`src/rtl/atf_pkg.sv`:
```
// Purpose: Shared constants for the address translation frame
// Assumes: APB with 32-bit data, byte addresses on paddr[7:0]
// Notes: Offsets, field positions and area limits live here only
package atf_pkg;
  localparam int unsigned AW = 8;
  // Register byte addresses
  localparam logic [7:0] A_CTRL  = 8'h00;
  localparam logic [7:0] A_STAT  = 8'h04;
  localparam logic [7:0] A_MISS  = 8'h08;
  localparam logic [7:0] A_PTB   = 8'h0c;
  localparam logic [7:0] A_TVSID = 8'h10;
  localparam logic [7:0] A_TPI   = 8'h14;
  localparam logic [7:0] A_TDAT  = 8'h18;
  localparam logic [7:0] A_TCMD  = 8'h1c;
  localparam logic [7:0] A_TRC   = 8'h20;
  localparam logic [1:0] A_SEG_HI = 2'h1;
  localparam logic [2:0] A_BLK_HI = 3'h4;
  // Control and status bits
  localparam int unsigned C_ITE = 0;
  localparam int unsigned C_DTE = 1;
  localparam int unsigned C_VBS = 2;
  localparam int unsigned C_SF  = 3;
  localparam int unsigned CTRL_W = 4;
  localparam int unsigned S_MISS  = 0;
  localparam int unsigned S_FAULT = 1;
  localparam int unsigned CMD_V   = 31;
  localparam int unsigned RC_CHG_LSB = 16;
  // Address geometry
  localparam int unsigned VSID_W = 24;
  localparam int unsigned VA_W   = 52;
  localparam int unsigned SEG_SH = 28;
  localparam int unsigned PG_SH  = 12;
  localparam int unsigned PI_W   = 16;
  localparam int unsigned RPN_W  = 20;
  localparam int unsigned VPN_W  = 40;
  localparam int unsigned BLK_SH = 17;
  localparam int unsigned BEPI_W = 15;
  localparam int unsigned BL_W   = 11;
  // Descriptor word fields
  localparam int unsigned U_VD = 0;
  localparam int unsigned U_VI = 1;
  localparam int unsigned U_BL_LSB = 2;
  localparam int unsigned D_PP_LSB = 0;
  localparam int unsigned D_WIMG_LSB = 3;
  localparam int unsigned PP_W = 2;
  localparam int unsigned WIMG_W = 4;
  localparam logic [1:0] PP_REAL = 2'h2;
  // Predefined physical areas
  localparam logic [11:0] VB_LO = 12'h000;
  localparam logic [11:0] VB_HI = 12'hfff;
  localparam logic [19:0] OFF_OS_END  = 20'h000ff;
  localparam logic [19:0] OFF_VEC_END = 20'h00fff;
  localparam logic [19:0] OFF_IMP_END = 20'h02fff;
  typedef enum logic [1:0] {
    AREA_NONE = 2'h0,
    AREA_OS   = 2'h1,
    AREA_VEC  = 2'h3,
    AREA_IMPL = 2'h2
  } atf_area_t;
endpackage

```
`src/rtl/atf_tlb.sv`:
```
// Purpose: Fully associative page descriptor buffer with page status
// Assumes: Software fills entries; one lookup per cycle
// Notes: Duplicate tags are software's fault; lowest index wins
`timescale 1ns/1ps
`default_nettype none
module atf_tlb #(
  parameter int unsigned N = 8
) (
  input  wire  logic                     pclk,
  input  wire  logic                     presetn,
  input  wire  logic [atf_pkg::VPN_W-1:0]  lk_vpn,
  output logic                           lk_hit,
  output logic [atf_pkg::RPN_W-1:0]      lk_rpn,
  output logic [atf_pkg::PP_W-1:0]       lk_pp,
  output logic [atf_pkg::WIMG_W-1:0]     lk_wimg,
  input  wire  logic                     touch,
  input  wire  logic                     touch_wr,
  input  wire  logic                     wr_en,
  input  wire  logic [$clog2(N)-1:0]     wr_idx,
  input  wire  logic                     wr_valid,
  input  wire  logic [atf_pkg::VPN_W-1:0]  wr_vpn,
  input  wire  logic [atf_pkg::RPN_W-1:0]  wr_rpn,
  input  wire  logic [atf_pkg::PP_W-1:0]   wr_pp,
  input  wire  logic [atf_pkg::WIMG_W-1:0] wr_wimg,
  input  wire  logic [N-1:0]             rc_clr,
  output logic [N-1:0]                   ref_bits,
  output logic [N-1:0]                   chg_bits
);
  logic                         vld_q [N];
  logic [atf_pkg::VPN_W-1:0]    vpn_q [N];
  logic [atf_pkg::RPN_W-1:0]    rpn_q [N];
  logic [atf_pkg::PP_W-1:0]     pp_q  [N];
  logic [atf_pkg::WIMG_W-1:0]   wimg_q [N];
  logic [N-1:0]                 ref_q;
  logic [N-1:0]                 chg_q;
  logic [N-1:0]                 match;
  logic [$clog2(N)-1:0]         hit_idx;

  genvar g;
  for (g = 0; g < N; g++) begin : g_cmp
    assign match[g] = vld_q[g] & (vpn_q[g] == lk_vpn);
  end

  always_comb begin
    hit_idx = '0;
    for (int i = N - 1; i >= 0; i--) begin
      if (match[i]) begin
        hit_idx = i[$clog2(N)-1:0];
      end
    end
  end

  assign lk_hit   = |match;
  assign lk_rpn   = rpn_q[hit_idx];
  assign lk_pp    = pp_q[hit_idx];
  assign lk_wimg  = wimg_q[hit_idx];
  assign ref_bits = ref_q;
  assign chg_bits = chg_q;

  always_ff @(posedge pclk or negedge presetn) begin
    if (!presetn) begin
      for (int i = 0; i < N; i++) begin
        vld_q[i]  <= 1'b0;
        vpn_q[i]  <= '0;
        rpn_q[i]  <= '0;
        pp_q[i]   <= '0;
        wimg_q[i] <= '0;
      end
    end else if (wr_en) begin
      vld_q[wr_idx]  <= wr_valid;
      vpn_q[wr_idx]  <= wr_vpn;
      rpn_q[wr_idx]  <= wr_rpn;
      pp_q[wr_idx]   <= wr_pp;
      wimg_q[wr_idx] <= wr_wimg;
    end
  end

  // Set beats clear so a touch never vanishes under software clearing
  wire [N-1:0] set_ref = (touch && lk_hit) ? (N'(1) << hit_idx) : '0;
  wire [N-1:0] set_chg = touch_wr ? set_ref : '0;

  always_ff @(posedge pclk or negedge presetn) begin
    if (!presetn) begin
      ref_q <= '0;
      chg_q <= '0;
    end else begin
      ref_q <= set_ref | (ref_q & ~rc_clr);
      chg_q <= set_chg | (chg_q & ~rc_clr);
    end
  end

  a_ref_on_touch: assert property (@(posedge pclk) disable iff (!presetn)
    touch && lk_hit |=> ref_q[$past(hit_idx)])
    else $error("page referenced bit not set after hit");
  a_chg_on_store: assert property (@(posedge pclk) disable iff (!presetn)
    touch && touch_wr && lk_hit |=> chg_q[$past(hit_idx)])
    else $error("page changed bit not set after store hit");
endmodule // atf_tlb
`default_nettype wire

```
`src/rtl/atf_top.sv`:
```
// Purpose: Effective to physical address translation frame with APB setup
// Assumes: One translation request per cycle, answer one cycle later
// Notes: Page table search is left to software via the buffer load port
// Function
// - Accept 32-bit effective addresses for fetches and data accesses.
// - Build a 52-bit virtual address from the selected segment descriptor.
// - Physical address no wider than effective; excess high bits may drop.
// - Effective space split into 256 Mbyte segments.
// - Block regions from 128 Kbyte to 256 Mbyte via block descriptors.
// - Memory segments split into 4 Kbyte pages, each translated alone.
// - Physical address, protection and attributes come from the descriptor.
// - Page descriptors from memory tables, cached in an on-chip buffer.
// - Block descriptors held fully on-chip in block translation registers.
// - Unit keeps page status as accesses are translated.
// - With sixty-four-bit mode clear, upper 32 effective bits read as zero.
// - Truncation affects fetch and data, ignoring enables; nothing else.
// - Base offsets 0x0_0000 to 0x0_00FF belong to the operating system.
// - Base offsets 0x0_0100 to 0x0_0FFF hold exception vectors.
// - Base offsets 0x0_1000 to 0x0_2FFF are implementation specific.
// - Base prefix is 0x000 with vector base select clear, else 0xFFF.
// - Pages replace upper 20 bits; blocks replace a smaller leading set.
// - Low 12 address bits pass through untranslated.
// - Present the complete 32-bit physical address to memory.
// - Translation disabled means physical equals effective address.
// - Block match wins; parallel page result discarded.
//
// The placing of the registers and the APB register port are this design's own decisions.
`timescale 1ns/1ps
`default_nettype none
module atf_top #(
  parameter int unsigned PA_W  = 32,
  parameter int unsigned TLB_N = 8,
  parameter int unsigned BLK_N = 4
) (
  input  wire  logic        pclk,
  input  wire  logic        presetn,
  input  wire  logic        psel,
  input  wire  logic        penable,
  input  wire  logic        pwrite,
  input  wire  logic [7:0]  paddr,
  input  wire  logic [31:0] pwdata,
  output logic [31:0]       prdata,
  output logic              pready,
  output logic              pslverr,
  input  wire  logic        req_valid,
  input  wire  logic        req_instr,
  input  wire  logic        req_write,
  input  wire  logic [63:0] req_ea,
  output logic              rsp_valid,
  output logic [31:0]       rsp_ea,
  output logic [51:0]       rsp_va,
  output logic [31:0]       rsp_pa,
  output logic              rsp_block,
  output logic              rsp_miss,
  output logic              rsp_fault,
  output logic [1:0]        rsp_pp,
  output logic [3:0]        rsp_wimg,
  output logic [1:0]        rsp_area,
  output logic [31:0]       vector_base
);
  localparam int unsigned TI_W = $clog2(TLB_N);
  localparam int unsigned BI_W = $clog2(BLK_N);
  // Drops physical bits an implementation cannot address
  localparam logic [31:0] PA_MASK = 32'hffff_ffff >> (32 - PA_W);

  logic [atf_pkg::CTRL_W-1:0]  ctrl_q;
  logic                        miss_q;
  logic                        fault_q;
  logic [31:0]                 miss_ea_q;
  logic [31:0]                 ptb_q;
  logic [atf_pkg::VSID_W-1:0]  tvsid_q;
  logic [atf_pkg::PI_W-1:0]    tpi_q;
  logic [31:0]                 tdat_q;
  logic [atf_pkg::VSID_W-1:0]  seg_q [16];
  logic [31:0]                 blku_q [BLK_N];
  logic [31:0]                 blkl_q [BLK_N];
  logic [31:0]                 prdata_q;
  logic                        pslverr_q;

  // APB decode
  wire             setup  = psel & ~penable;
  wire             wr_go  = psel & penable & pwrite;
  wire             seg_a  = paddr[7:6] == atf_pkg::A_SEG_HI;
  wire [3:0]       seg_i  = paddr[5:2];
  wire [BI_W-1:0]  blk_i  = paddr[BI_W+2:3];
  wire             blk_a  = (paddr[7:5] == atf_pkg::A_BLK_HI) && (paddr[4:3] < BLK_N);
  wire             wr_ctl = wr_go && paddr == atf_pkg::A_CTRL;
  wire             wr_sts = wr_go && paddr == atf_pkg::A_STAT;
  wire             wr_ptb = wr_go && paddr == atf_pkg::A_PTB;
  wire             wr_tvs = wr_go && paddr == atf_pkg::A_TVSID;
  wire             wr_tpi = wr_go && paddr == atf_pkg::A_TPI;
  wire             wr_tdt = wr_go && paddr == atf_pkg::A_TDAT;
  wire             wr_cmd = wr_go && paddr == atf_pkg::A_TCMD;
  wire             wr_trc = wr_go && paddr == atf_pkg::A_TRC;
  wire             wr_seg = wr_go && seg_a;
  wire             wr_blk = wr_go && blk_a;

  wire             ite = ctrl_q[atf_pkg::C_ITE];
  wire             dte = ctrl_q[atf_pkg::C_DTE];
  wire             vbs = ctrl_q[atf_pkg::C_VBS];
  wire             sf  = ctrl_q[atf_pkg::C_SF];
  wire [11:0]      base_pfx = vbs ? atf_pkg::VB_HI : atf_pkg::VB_LO;

  // Effective address forming
  wire [63:0]      ea64  = sf ? req_ea : {32'h0, req_ea[31:0]};
  wire             ea_oor = |ea64[63:32];
  wire [31:0]      ea    = ea64[31:0];
  wire             xl_en = req_instr ? ite : dte;
  wire [3:0]       seg_n = ea[31:atf_pkg::SEG_SH];
  wire [51:0]      va    = {seg_q[seg_n], ea[atf_pkg::SEG_SH-1:0]};

  // Block array match, one comparator per entry
  logic [BLK_N-1:0] bm;
  logic [31:0]      bpa   [BLK_N];
  logic [1:0]       bpp   [BLK_N];
  logic [3:0]       bwimg [BLK_N];
  genvar g;
  for (g = 0; g < BLK_N; g++) begin : g_blk
    wire [14:0] bepi = blku_q[g][31:atf_pkg::BLK_SH];
    wire [14:0] msk  = {4'h0, blku_q[g][atf_pkg::U_BL_LSB +: atf_pkg::BL_W]};
    wire        v    = req_instr ? blku_q[g][atf_pkg::U_VI] : blku_q[g][atf_pkg::U_VD];
    wire [14:0] brpn = blkl_q[g][31:atf_pkg::BLK_SH];
    assign bm[g]    = v && (((ea[31:atf_pkg::BLK_SH] ^ bepi) & ~msk) == 15'h0);
    assign bpa[g]   = {(brpn & ~msk) | (ea[31:atf_pkg::BLK_SH] & msk),
                       ea[atf_pkg::BLK_SH-1:0]};
    assign bpp[g]   = blkl_q[g][atf_pkg::D_PP_LSB +: atf_pkg::PP_W];
    assign bwimg[g] = blkl_q[g][atf_pkg::D_WIMG_LSB +: atf_pkg::WIMG_W];
  end

  logic [BI_W-1:0] bsel;
  always_comb begin
    bsel = '0;
    for (int i = BLK_N - 1; i >= 0; i--) begin
      if (bm[i]) begin
        bsel = i[BI_W-1:0];
      end
    end
  end

  // Page buffer lookup
  logic        t_hit;
  logic [19:0] t_rpn;
  logic [1:0]  t_pp;
  logic [3:0]  t_wimg;
  logic [TLB_N-1:0] ref_bits;
  logic [TLB_N-1:0] chg_bits;

  wire         b_any  = |bm;
  wire         pg_use = req_valid && xl_en && !b_any && !ea_oor;
  wire         miss_c = xl_en && !b_any && !t_hit && !ea_oor;
  wire [31:0]  pa_pg  = {t_rpn, ea[atf_pkg::PG_SH-1:0]};
  wire [31:0]  pa_c   = PA_MASK & (!xl_en ? ea :
                                   b_any  ? bpa[bsel] : pa_pg);
  wire [1:0]   pp_c   = !xl_en ? atf_pkg::PP_REAL : b_any ? bpp[bsel] : t_pp;
  wire [3:0]   wimg_c = !xl_en ? 4'h0 : b_any ? bwimg[bsel] : t_wimg;
  wire         in_base = pa_c[31:20] == base_pfx;
  wire [19:0]  off     = pa_c[19:0];
  wire [1:0]   area_c  = !in_base                     ? atf_pkg::AREA_NONE :
                         off <= atf_pkg::OFF_OS_END  ? atf_pkg::AREA_OS   :
                         off <= atf_pkg::OFF_VEC_END ? atf_pkg::AREA_VEC  :
                         off <= atf_pkg::OFF_IMP_END ? atf_pkg::AREA_IMPL :
                                                       atf_pkg::AREA_NONE;

  atf_tlb #(
    .N (TLB_N)
  ) u_tlb (
    .pclk     (pclk),
    .presetn  (presetn),
    .lk_vpn   (va[atf_pkg::VA_W-1:atf_pkg::PG_SH]),
    .lk_hit   (t_hit),
    .lk_rpn   (t_rpn),
    .lk_pp    (t_pp),
    .lk_wimg  (t_wimg),
    .touch    (pg_use),
    .touch_wr (req_write),
    .wr_en    (wr_cmd),
    .wr_idx   (pwdata[TI_W-1:0]),
    .wr_valid (pwdata[atf_pkg::CMD_V]),
    .wr_vpn   ({tvsid_q, tpi_q}),
    .wr_rpn   (tdat_q[31:atf_pkg::PG_SH]),
    .wr_pp    (tdat_q[atf_pkg::D_PP_LSB +: atf_pkg::PP_W]),
    .wr_wimg  (tdat_q[atf_pkg::D_WIMG_LSB +: atf_pkg::WIMG_W]),
    .rc_clr   (wr_trc ? pwdata[TLB_N-1:0] : '0),
    .ref_bits (ref_bits),
    .chg_bits (chg_bits)
  );

  // Read mux, latched in the setup cycle so the access phase is zero wait
  logic [31:0] rd_d;
  logic        err_d;
  always_comb begin
    rd_d  = 32'h0;
    err_d = 1'b0;
    if (seg_a) begin
      rd_d = {8'h0, seg_q[seg_i]};
    end else if (blk_a) begin
      rd_d = paddr[2] ? blkl_q[blk_i] : blku_q[blk_i];
    end else begin
      case (paddr)
        atf_pkg::A_CTRL:  rd_d = {28'h0, ctrl_q};
        atf_pkg::A_STAT:  rd_d = {30'h0, fault_q, miss_q};
        atf_pkg::A_MISS:  rd_d = miss_ea_q;
        atf_pkg::A_PTB:   rd_d = ptb_q;
        atf_pkg::A_TVSID: rd_d = {8'h0, tvsid_q};
        atf_pkg::A_TPI:   rd_d = {16'h0, tpi_q};
        atf_pkg::A_TDAT:  rd_d = tdat_q;
        atf_pkg::A_TCMD:  rd_d = 32'h0;
        atf_pkg::A_TRC: begin
          rd_d[TLB_N-1:0] = ref_bits;
          rd_d[atf_pkg::RC_CHG_LSB +: TLB_N] = chg_bits;
        end
        default:          err_d = 1'b1;
      endcase
    end
  end

  always_ff @(posedge pclk or negedge presetn) begin
    if (!presetn) begin
      prdata_q  <= 32'h0;
      pslverr_q <= 1'b0;
    end else if (setup) begin
      prdata_q  <= pwrite ? 32'h0 : rd_d;
      pslverr_q <= err_d;
    end
  end

  assign prdata  = prdata_q;
  assign pslverr = pslverr_q & psel & penable;
  assign pready  = 1'b1;

  // Software-owned setup, expected loaded before translation is enabled
  always_ff @(posedge pclk or negedge presetn) begin
    if (!presetn) begin
      ctrl_q  <= '0;
      ptb_q   <= 32'h0;
      tvsid_q <= '0;
      tpi_q   <= '0;
      tdat_q  <= 32'h0;
    end else begin
      if (wr_ctl) ctrl_q  <= pwdata[atf_pkg::CTRL_W-1:0];
      if (wr_ptb) ptb_q   <= pwdata;
      if (wr_tvs) tvsid_q <= pwdata[atf_pkg::VSID_W-1:0];
      if (wr_tpi) tpi_q   <= pwdata[atf_pkg::PI_W-1:0];
      if (wr_tdt) tdat_q  <= pwdata;
    end
  end

  always_ff @(posedge pclk or negedge presetn) begin
    if (!presetn) begin
      for (int i = 0; i < 16; i++) seg_q[i] <= '0;
      for (int i = 0; i < BLK_N; i++) begin
        blku_q[i] <= 32'h0;
        blkl_q[i] <= 32'h0;
      end
    end else begin
      if (wr_seg) seg_q[seg_i] <= pwdata[atf_pkg::VSID_W-1:0];
      if (wr_blk && !paddr[2]) blku_q[blk_i] <= pwdata;
      if (wr_blk && paddr[2])  blkl_q[blk_i] <= pwdata;
    end
  end

  // Sticky status: a new event in the clearing cycle survives
  wire miss_set  = req_valid && miss_c;
  wire fault_set = req_valid && ea_oor;
  always_ff @(posedge pclk or negedge presetn) begin
    if (!presetn) begin
      miss_q    <= 1'b0;
      fault_q   <= 1'b0;
      miss_ea_q <= 32'h0;
    end else begin
      miss_q  <= miss_set  | (miss_q  & ~(wr_sts & pwdata[atf_pkg::S_MISS]));
      fault_q <= fault_set | (fault_q & ~(wr_sts & pwdata[atf_pkg::S_FAULT]));
      if (miss_set) miss_ea_q <= ea;
    end
  end

  // Translation answer
  always_ff @(posedge pclk or negedge presetn) begin
    if (!presetn) begin
      rsp_valid <= 1'b0;
      rsp_ea    <= 32'h0;
      rsp_va    <= '0;
      rsp_pa    <= 32'h0;
      rsp_block <= 1'b0;
      rsp_miss  <= 1'b0;
      rsp_fault <= 1'b0;
      rsp_pp    <= 2'h0;
      rsp_wimg  <= 4'h0;
      rsp_area  <= 2'h0;
    end else begin
      rsp_valid <= req_valid;
      if (req_valid) begin
        rsp_ea    <= ea;
        rsp_va    <= va;
        rsp_pa    <= pa_c;
        rsp_block <= xl_en && b_any && !ea_oor;
        rsp_miss  <= miss_c;
        rsp_fault <= ea_oor;
        rsp_pp    <= pp_c;
        rsp_wimg  <= wimg_c;
        rsp_area  <= area_c;
      end
    end
  end

  assign vector_base = {base_pfx, 20'h0};

  a_real_mode_pass: assert property (@(posedge pclk) disable iff (!presetn)
    req_valid && !xl_en |=> rsp_pa == (PA_MASK & $past(ea)))
    else $error("real mode address not passed through");
  a_low_bits_pass: assert property (@(posedge pclk) disable iff (!presetn)
    rsp_valid |-> rsp_pa[11:0] == rsp_ea[11:0])
    else $error("page offset bits changed");
  a_trunc_upper: assert property (@(posedge pclk) disable iff (!presetn)
    req_valid && !sf |=> !rsp_fault && rsp_ea == $past(req_ea[31:0]))
    else $error("upper half not treated as zero");
  a_va_offset: assert property (@(posedge pclk) disable iff (!presetn)
    rsp_valid |-> rsp_va[27:0] == rsp_ea[27:0])
    else $error("virtual address offset wrong");
  a_block_wins: assert property (@(posedge pclk) disable iff (!presetn)
    req_valid && xl_en && b_any && !ea_oor |=> rsp_block && !rsp_miss)
    else $error("block match did not take precedence");
  a_miss_sticky: assert property (@(posedge pclk) disable iff (!presetn)
    req_valid && miss_c |=> miss_q && miss_ea_q == $past(ea) ##1 miss_q || $past(wr_sts))
    else $error("miss not recorded");
  a_os_area: assert property (@(posedge pclk) disable iff (!presetn)
    req_valid && pa_c[31:8] == {base_pfx, 12'h000} |=> rsp_area == atf_pkg::AREA_OS)
    else $error("operating system area not flagged");
  a_vec_area: assert property (@(posedge pclk) disable iff (!presetn)
    req_valid && pa_c[31:12] == {base_pfx, 8'h00} && pa_c[11:8] != 4'h0
    |=> rsp_area == atf_pkg::AREA_VEC)
    else $error("vector area not flagged");
  a_impl_area: assert property (@(posedge pclk) disable iff (!presetn)
    req_valid && in_base && (off[19:12] == 8'h01 || off[19:12] == 8'h02)
    |=> rsp_area == atf_pkg::AREA_IMPL)
    else $error("implementation area not flagged");
endmodule // atf_top
`default_nettype wire

```
`config.mk`:
```
export PLATFORM = sky130hd
export DESIGN_NAME = atf_top
export DESIGN_NICKNAME = d
export VERILOG_FILES = /design/src/rtl/atf_pkg.sv /design/src/rtl/atf_tlb.sv /design/src/rtl/atf_top.sv
export SDC_FILE = /design/constraint.sdc
export NUM_CORES = 2
export LEC_CHECK = 0
export BUFFER_PORTS_ARGS = -buffer_cell sky130_fd_sc_hd__buf_2
export CORE_UTILIZATION = 43
export DETAILED_ROUTE_END_ITERATION = 6
export HOLD_SLACK_MARGIN = 0.02
export PLACE_DENSITY = 0.65
export SKIP_CTS_REPAIR_TIMING = 1
export SYNTH_ARGS = -nofsm -noshare
export SYNTH_HDL_FRONTEND = slang
export SYNTH_SLANG_ARGS = --single-unit
```
`constraint.sdc`:
```
create_clock -name pclk -period 7.2 [get_ports pclk]
set_input_delay 1.8 -clock pclk [delete_from_list [all_inputs] [get_ports pclk]]
set_output_delay 1.8 -clock pclk [all_outputs]
set_load 0.05 [all_outputs]
```
* Word-level counts from Yosys, hierarchy flattened
Cells that the tools add are included.
** Storage, ports and cells
- Logic and storage cells :: 313
- Register bits after elaboration :: 1495
- Output and inout bits :: 194
** Operators by class
- Reduce and logical (&&, ||, !) cells :: 43
- Shifts and indexed selects :: 1
- Equal/unequal tests :: 19
- Multiplexer cells :: 95
- Bitwise logic cells :: 57
- Magnitude comparators :: 12
** Operators by type and width (count)
- $mux 32 :: 13
- $bwmux 384 :: 1
- $bwmux 320 :: 1
- $eq 40x40->1 :: 8
- $bwmux 128 :: 2
- $bmux 24 s4 :: 2
- $bmux 32 s2 :: 3
- $bwmux 160 :: 1
- $and 15x15->15 :: 8
- $demux 40 s3 :: 1
- $mux 24 :: 5
- $demux 24 s4 :: 1
- $pmux 8 s5 :: 2
- $demux 32 s2 :: 1
- $mux 64 :: 1
- $pmux 8 s8 :: 1
- $and 15x11->15 :: 4
- $bmux 20 s3 :: 1
- $demux 20 s3 :: 1
- $logic_not 15->1 :: 4
- $mux 20 :: 3
- $not 11->15 :: 4
- $or 15x15->15 :: 4
- $xor 15x15->15 :: 4
- 51 further kinds :: 151

* Longest topological paths before layout
- Word-level depth :: 26
- Depth in mapped cells :: 29

* Modules after synthesis
Synthesis repeated with hierarchy kept, for this count alone.
** Unflattened totals
- Cells, all modules :: 5464
- Area total of the unflattened synthesis :: 73451.7 µm²
** By module, submodules not included
- atf_top :: cells each 3198, area an instance 45745.1 µm², times used 1
- atf_tlb :: cells each 2266, area an instance 27706.6 µm², times used 1

* Worst setup path before layout
Ideal clock, no wire load.
- Kind :: input -> register
- From :: in req_ea[29]
- To :: reg rsp_area[0]
- Arrival time :: 6.526 ns
- Cell stages on the path :: 26
- Path slack :: 0.574 ns
- Path through :: buf_6 > buf_12 > buf_12 > buf_12 > buf_12 > buf_12 > buf_12 > buf_6 > mux2i_1 > a22oi_1 > nand2_2 > xnor2_1 > a2111oi_0 > nand4_1 > or3_1 > a21o_1 > a211o_1 > buf_6 > buf_6 > or2_4 > o22ai_2 > nor2_1 > a211oi_2 > nand4_1 > mux2_4 > o32ai_1
** On the way
- Word-level cells in the longest chain between the ends :: 25
- Elaborated cells on any way between the ends :: 74
- Those cells by class :: 2 x order compare; 9 x eq/ne; 27 x mux; 27 x bitwise; 9 x reduce/logical
** RTL lines
- from (decl) :: RTL line atf_top.sv:48 : input wire logic [63:0] req_ea,
- $mux 64 * :: RTL line atf_top.sv:105 : wire [63:0] ea64 = sf ? req_ea : {32'h0, req_ea[31:0]};
- $not 4->5 (implied by the code) :: RTL line atf_top.sv:110 : wire [51:0] va = {seg_q[seg_n], ea[atf_pkg::SEG_SH-1:0]};
- $bmux 24 s4 :: RTL line atf_top.sv:110
- $mux 24 (implied by the code) (2 in series) :: RTL line atf_top.sv:110
- $eq 40x40->1 :: RTL line atf_tlb.sv:41 : assign match[g] = vld_q[g] & (vpn_q[g] == lk_vpn);
- $and 1x1->1 :: RTL line atf_tlb.sv:41
- $mux 3 (8 in series) :: RTL line atf_tlb.sv:47 : if (match[i]) begin
- $not 3->4 (implied by the code) :: RTL line atf_tlb.sv:54 : assign lk_rpn = rpn_q[hit_idx];
- $bmux 20 s3 :: RTL line atf_tlb.sv:54
- $mux 20 (implied by the code) (2 in series) :: RTL line atf_tlb.sv:54
- $mux 32 :: RTL line atf_top.sv:153 : b_any ? bpa[bsel] : pa_pg);
- $mux 32 * :: RTL line atf_top.sv:152 : wire [31:0] pa_c = PA_MASK & (!xl_en ? ea :
- $le 20x12->1 :: RTL line atf_top.sv:160 : off <= atf_pkg::OFF_VEC_END ? atf_pkg::AREA_VEC :
- $mux 2 :: RTL line atf_top.sv:160
- $mux 2 :: RTL line atf_top.sv:159 : off <= atf_pkg::OFF_OS_END ? atf_pkg::AREA_OS :
- $mux 2 * :: RTL line atf_top.sv:158 : wire [1:0] area_c = !in_base ? atf_pkg::AREA_NONE :
- to (signal assigned) :: RTL line atf_top.sv:301 : rsp_area <= area_c;
- to (decl) :: RTL line atf_top.sv:58 : output logic [1:0] rsp_area,
Mark *: on every way between the ends. The rest lies on a longest branch, timed or not. The select of a mux whose other input is x is not followed.
A chain may end at the register's enable or synchronous reset.

* Worst setup path after layout
- From :: in req_ea[28]
- To :: reg rsp_area[1]
** On the way
- Word-level cells in the longest chain between the ends :: 26
- Elaborated cells on any way between the ends :: 76
- Those cells by class :: 3 x order compare; 9 x eq/ne; 28 x mux; 27 x bitwise; 9 x reduce/logical
** RTL lines
- $mux 64 * :: RTL line atf_top.sv:105
- $not 4->5 (implied by the code) :: RTL line atf_top.sv:110
- $bmux 24 s4 :: RTL line atf_top.sv:110
- $mux 24 (implied by the code) (2 in series) :: RTL line atf_top.sv:110
- $eq 40x40->1 :: RTL line atf_tlb.sv:41
- $and 1x1->1 :: RTL line atf_tlb.sv:41
- $mux 3 (8 in series) :: RTL line atf_tlb.sv:47
- $not 3->4 (implied by the code) :: RTL line atf_tlb.sv:54
- $bmux 20 s3 :: RTL line atf_tlb.sv:54
- $mux 20 (implied by the code) (2 in series) :: RTL line atf_tlb.sv:54
- $mux 32 :: RTL line atf_top.sv:153
- $mux 32 * :: RTL line atf_top.sv:152
- $le 20x14->1 :: RTL line atf_top.sv:161 : off <= atf_pkg::OFF_IMP_END ? atf_pkg::AREA_IMPL :
- $mux 2 :: RTL line atf_top.sv:161
- $mux 2 :: RTL line atf_top.sv:160
- $mux 2 :: RTL line atf_top.sv:159
- $mux 2 * :: RTL line atf_top.sv:158
Marked as above.

==> flow_summary.json <==
{
  "cts_max_level": 4,
  "synth.area.top_cells": "dfrtp_1 47%, mux2_2 21%, mux4_2 6.5%",
  "syn_area_um2": 78200,
  "rr_startpoint": "seg_q[179]",
  "r2r-end": "rsp_area[1]",
  "grt_pass1_wl_mm": 443,
  "ff2ff_path_depth": 18,
  "nNetsFinal": 7012,
  "antenna_found_initial": 23,
  "drt_iter0_drc": 7270,
  "reg2reg_slack_ps": 1140,
  "grt_pass1_vias": 58500,
  "fin_crit_ps": 6970,
  "num_rows": 156,
  "drt.antenna.violating_nets": 0,
  "switching_power_w": 0.00565,
  "syn_avg_cell_area_um2": 12.3,
  "wl_mm": 312,
  "cts_tree": "yes",
  "place_congestion": 1.02,
  "cts_sinks": 1455,
  "overflow": 0,
  "drc_errors": 0,
  "fp.coreArea_um2": 181000,
  "start_util_pct": 43.2,
  "critical_path.startpoint_type": "input port",
  "synth_cells": 6335,
  "worstPathRequired_ps": 7930,
  "hold_path.class": "reg2reg",
  "port_buffers": 284,
  "die_w_um": 428,
  "pwr-share-comb_pct": 13.2,
  "final.setup_skew_ps": 36.1,
  "nFillCells": 15700,
  "worstPathCellList": "buf_2 > nand2b_1 > buf_4 > o22ai_1 > or3_1 > and3_1 > or4_1 > or4_1 > nor4_1 > buf_4 > nor3_1 > a211o_4 > buf_4 > mux2i_1 > a32oi_1 > a21oi_1 > a211oi_1 > buf_4 > mux2_4 > o32ai_1",
  "dp_hpwl_mm": 224,
  "setup_viol": 0,
  "io_pins": 306,
  "cp-startpoint": "req_ea[28]",
  "pre_cts_slack_ps": -466,
  "fin_area_um2": 92000,
  "clockRootBuffer": "clkbuf_16",
  "netSwitchingFraction_pct": 27.5,
  "areaGrowthSynthToFinish_pct": 17.7,
  "crit_arrival_ps": 7690,
  "fp.dieH_um": 428,
  "ys_async_sr_fraction_pct": 100,
  "viasPerCell": 6.38,
  "cts_buffer_depth": 3,
  "cts.reportedPaths.clkPinSlew_ps": 60,
  "vdd_drop_max_mv": 0.260,
  "status": "completed",
  "synth.most_common_cell": "dfrtp_1",
  "worst_slew_pin_slew_ps": 1340,
  "p_seq_share_pct": 42.2,
  "vias": 60100,
  "leakagePower_nw": 43.1,
  "cts_buffers": 162,
  "max-slew-margin-rel_pct": 10.0,
  "slowest_delay_ps": 710,
  "rsz0062_at_grt": "no",
  "fin_cells": 9416,
  "placed_cell_area_um2": 86100,
  "finalCritPeriodShare_pct": 96.8,
  "seq_area_frac_synth_pct": 46.6,
  "multi_input_area_um2": 39000,
  "drive_above_1_share_pct": 42.7,
  "yosys.area.top_type": "dfrtp_1",
  "critPathSlowestCell": "or4_1",
  "path_max_fanout": 20,
  "slew_viol_final": 0,
  "synth.top_cell.area_share_pct": 46.6,
  "p_int_w": 0.0149,
  "wl_per_cell_um": 33.2,
  "hold_viol": 0,
  "worstSkewPairLatency_ps": 850,
  "max-cap-violations": 0,
  "whs_path_depth": 1,
  "yosys_warnings": 0,
  "grt_usage_pct": 33.5,
  "crit_path_end": "rsp_area[1]",
  "firstDrtPassIters": 6,
  "powerDensity_nw_per_um2": 223,
  "fmax_mhz": 144,
  "synth_commonest_cells": "1455 x dfrtp_1, 1426 x mux2_2, 312 x clkbuf_1",
  "ys_types": 110,
  "synth-edff-count": 0,
  "crit_path_frequent_cell": "buf_4",
  "ys.flop_type": "dfrtp_1",
  "grt_max_degree": 155,
  "setup_ws_ps": 233,
  "setup.worst_path.class": "in2reg",
  "clkPwrFrac_pct": 44.6,
  "die-area_um2": 183000,
  "ys_ff_latch": 1455,
  "dp_cells": 9106,
  "regArea_um2": 36400,
  "endpoint_kind": "register"
}
metal layers:
metal	part of all wire (%)	vias up	wire length [µm]	global-route usage, %
li1	-	24700	-	-
met1	41	31500	127000	45.9
met2	44	3229	136000	49.9
met3	9.0	697	28200	6.69
met4	6.5	2	20300	18.6
met5	0.0038	-	12	0
state kept, by name, summed over array words and instances, names as in the netlist, 4 cells and up:
name and count:
miss_ea_q 32, ptb_q 32, tpi_q 16, u_tlb.vpn_q 320, rsp_pa 20, u_tlb.chg_bits 8
rsp_wimg 4, tdat_q 32, u_tlb.ref_bits 8, prdata 32, u_tlb.rpn_q 160, u_tlb.wimg_q 32
rsp_ea 32, rsp_va 24, blkl_q 128, u_tlb.pp_q 16, tvsid_q 24, ctrl_q 4
seg_q 384, blku_q 128, u_tlb.vld_q 8
per-stage QoR:
stage | setup TNS (ps) | hold slack, ps | utilization [%] | power, W
after floorplan | 0 | 443 | - | 0.0102
after global placement | -1800 | 463 | 47.7 | 0.0114
after detailed placement | -2220 | 474 | 47.7 | 0.0115
after CTS | 0 | 488 | 50.9 | 0.0206
after global routing | 0 | 504 | 50.9 | 0.0211
final | 0 | 484 | 50.9 | 0.0206
cell families after synthesis:
logic type / count (synthesis) / synth area share (%)
flops: 1455 / 46.6
compound gates: 854 / 7.64
buf+inv: 654 / 3.88
simple gates: 1135 / 7.80
xor+xnor: 343 / 3.84
mux: 1892 / 30.2
other cells: 2 / 0.00961
worst max-delay path, delay by kind of cell:
kind	cells	cell delay (ps)
AND/OR/NAND/NOR	7	2810
AO/OA/AOI/OAI	6	1560
multiplexers	2	420
buffers and inverters	5	1080
area by class of cell:
cell class | count | share of cell area [%]
multi-input cells | 4245 | 42.4
well taps | 2370 | 3.22
clock inverters | 67 | 1.28
clock buffers | 233 | 5.09
inverters | 59 | 0.242
diodes | 10 | 0.0272
repair buffers | 977 | 8.14
flip-flops and latches | 1455 | 39.6
power by group through the flow:
stage / sequential [W] / combinational [W] / clock [W]
after floorplan: 0.00888 / 0.00132 / 0
after global placement: 0.00880 / 0.00263 / 0
after detailed placement: 0.00882 / 0.00265 / 0
after CTS: 0.00867 / 0.00266 / 0.00925
after global routing: 0.00870 / 0.00281 / 0.00957
final: 0.00868 / 0.00271 / 0.00917
worst min path at each step:
stage | start | end | slack, ps
6_report | rsp_pa[19] | rsp_pa[19] | 480
5_1_grt | u_tlb.wimg_q[26] | u_tlb.wimg_q[26] | 500
4_1_cts | prdata[2] | prdata[2] | 490
3_5_place_dp | fault_q | fault_q | 470
3_3_place_gp | rsp_pa[19] | rsp_pa[19] | 460
2_1_floorplan | pslverr_q | pslverr_q | 440
placed cells by master, fill, tap and decap left out, types with 21 or more instances in the layout:
cell type,instances
clkbuf_1,37
nor2b_1,45
or2_2,21
nand4_1,84
mux2_2,1426
a22oi_1,78
a21boi_0,22
a22o_1,60
or3_1,48
o22ai_1,90
a21oi_1,135
nand2_1,219
mux2i_1,221
clkbuf_16,164
o21ai_0,139
bufinv_16,26
clkbuf_8,32
buf_4,631
o22a_1,21
nand3_1,126
nand3b_1,29
a211oi_1,40
dfrtp_1,1455
inv_1,57
nor2_1,167
a31oi_1,29
buf_2,277
nor3_1,99
nor4_1,79
a21o_1,26
xnor2_1,207
or4_1,27
mux4_2,227
clkinv_2,21
and3_1,26
buf_12,66
conb_1,21
xor2_1,136
nand2b_1,28
Note: power is estimated with default switching activity, not from simulation.
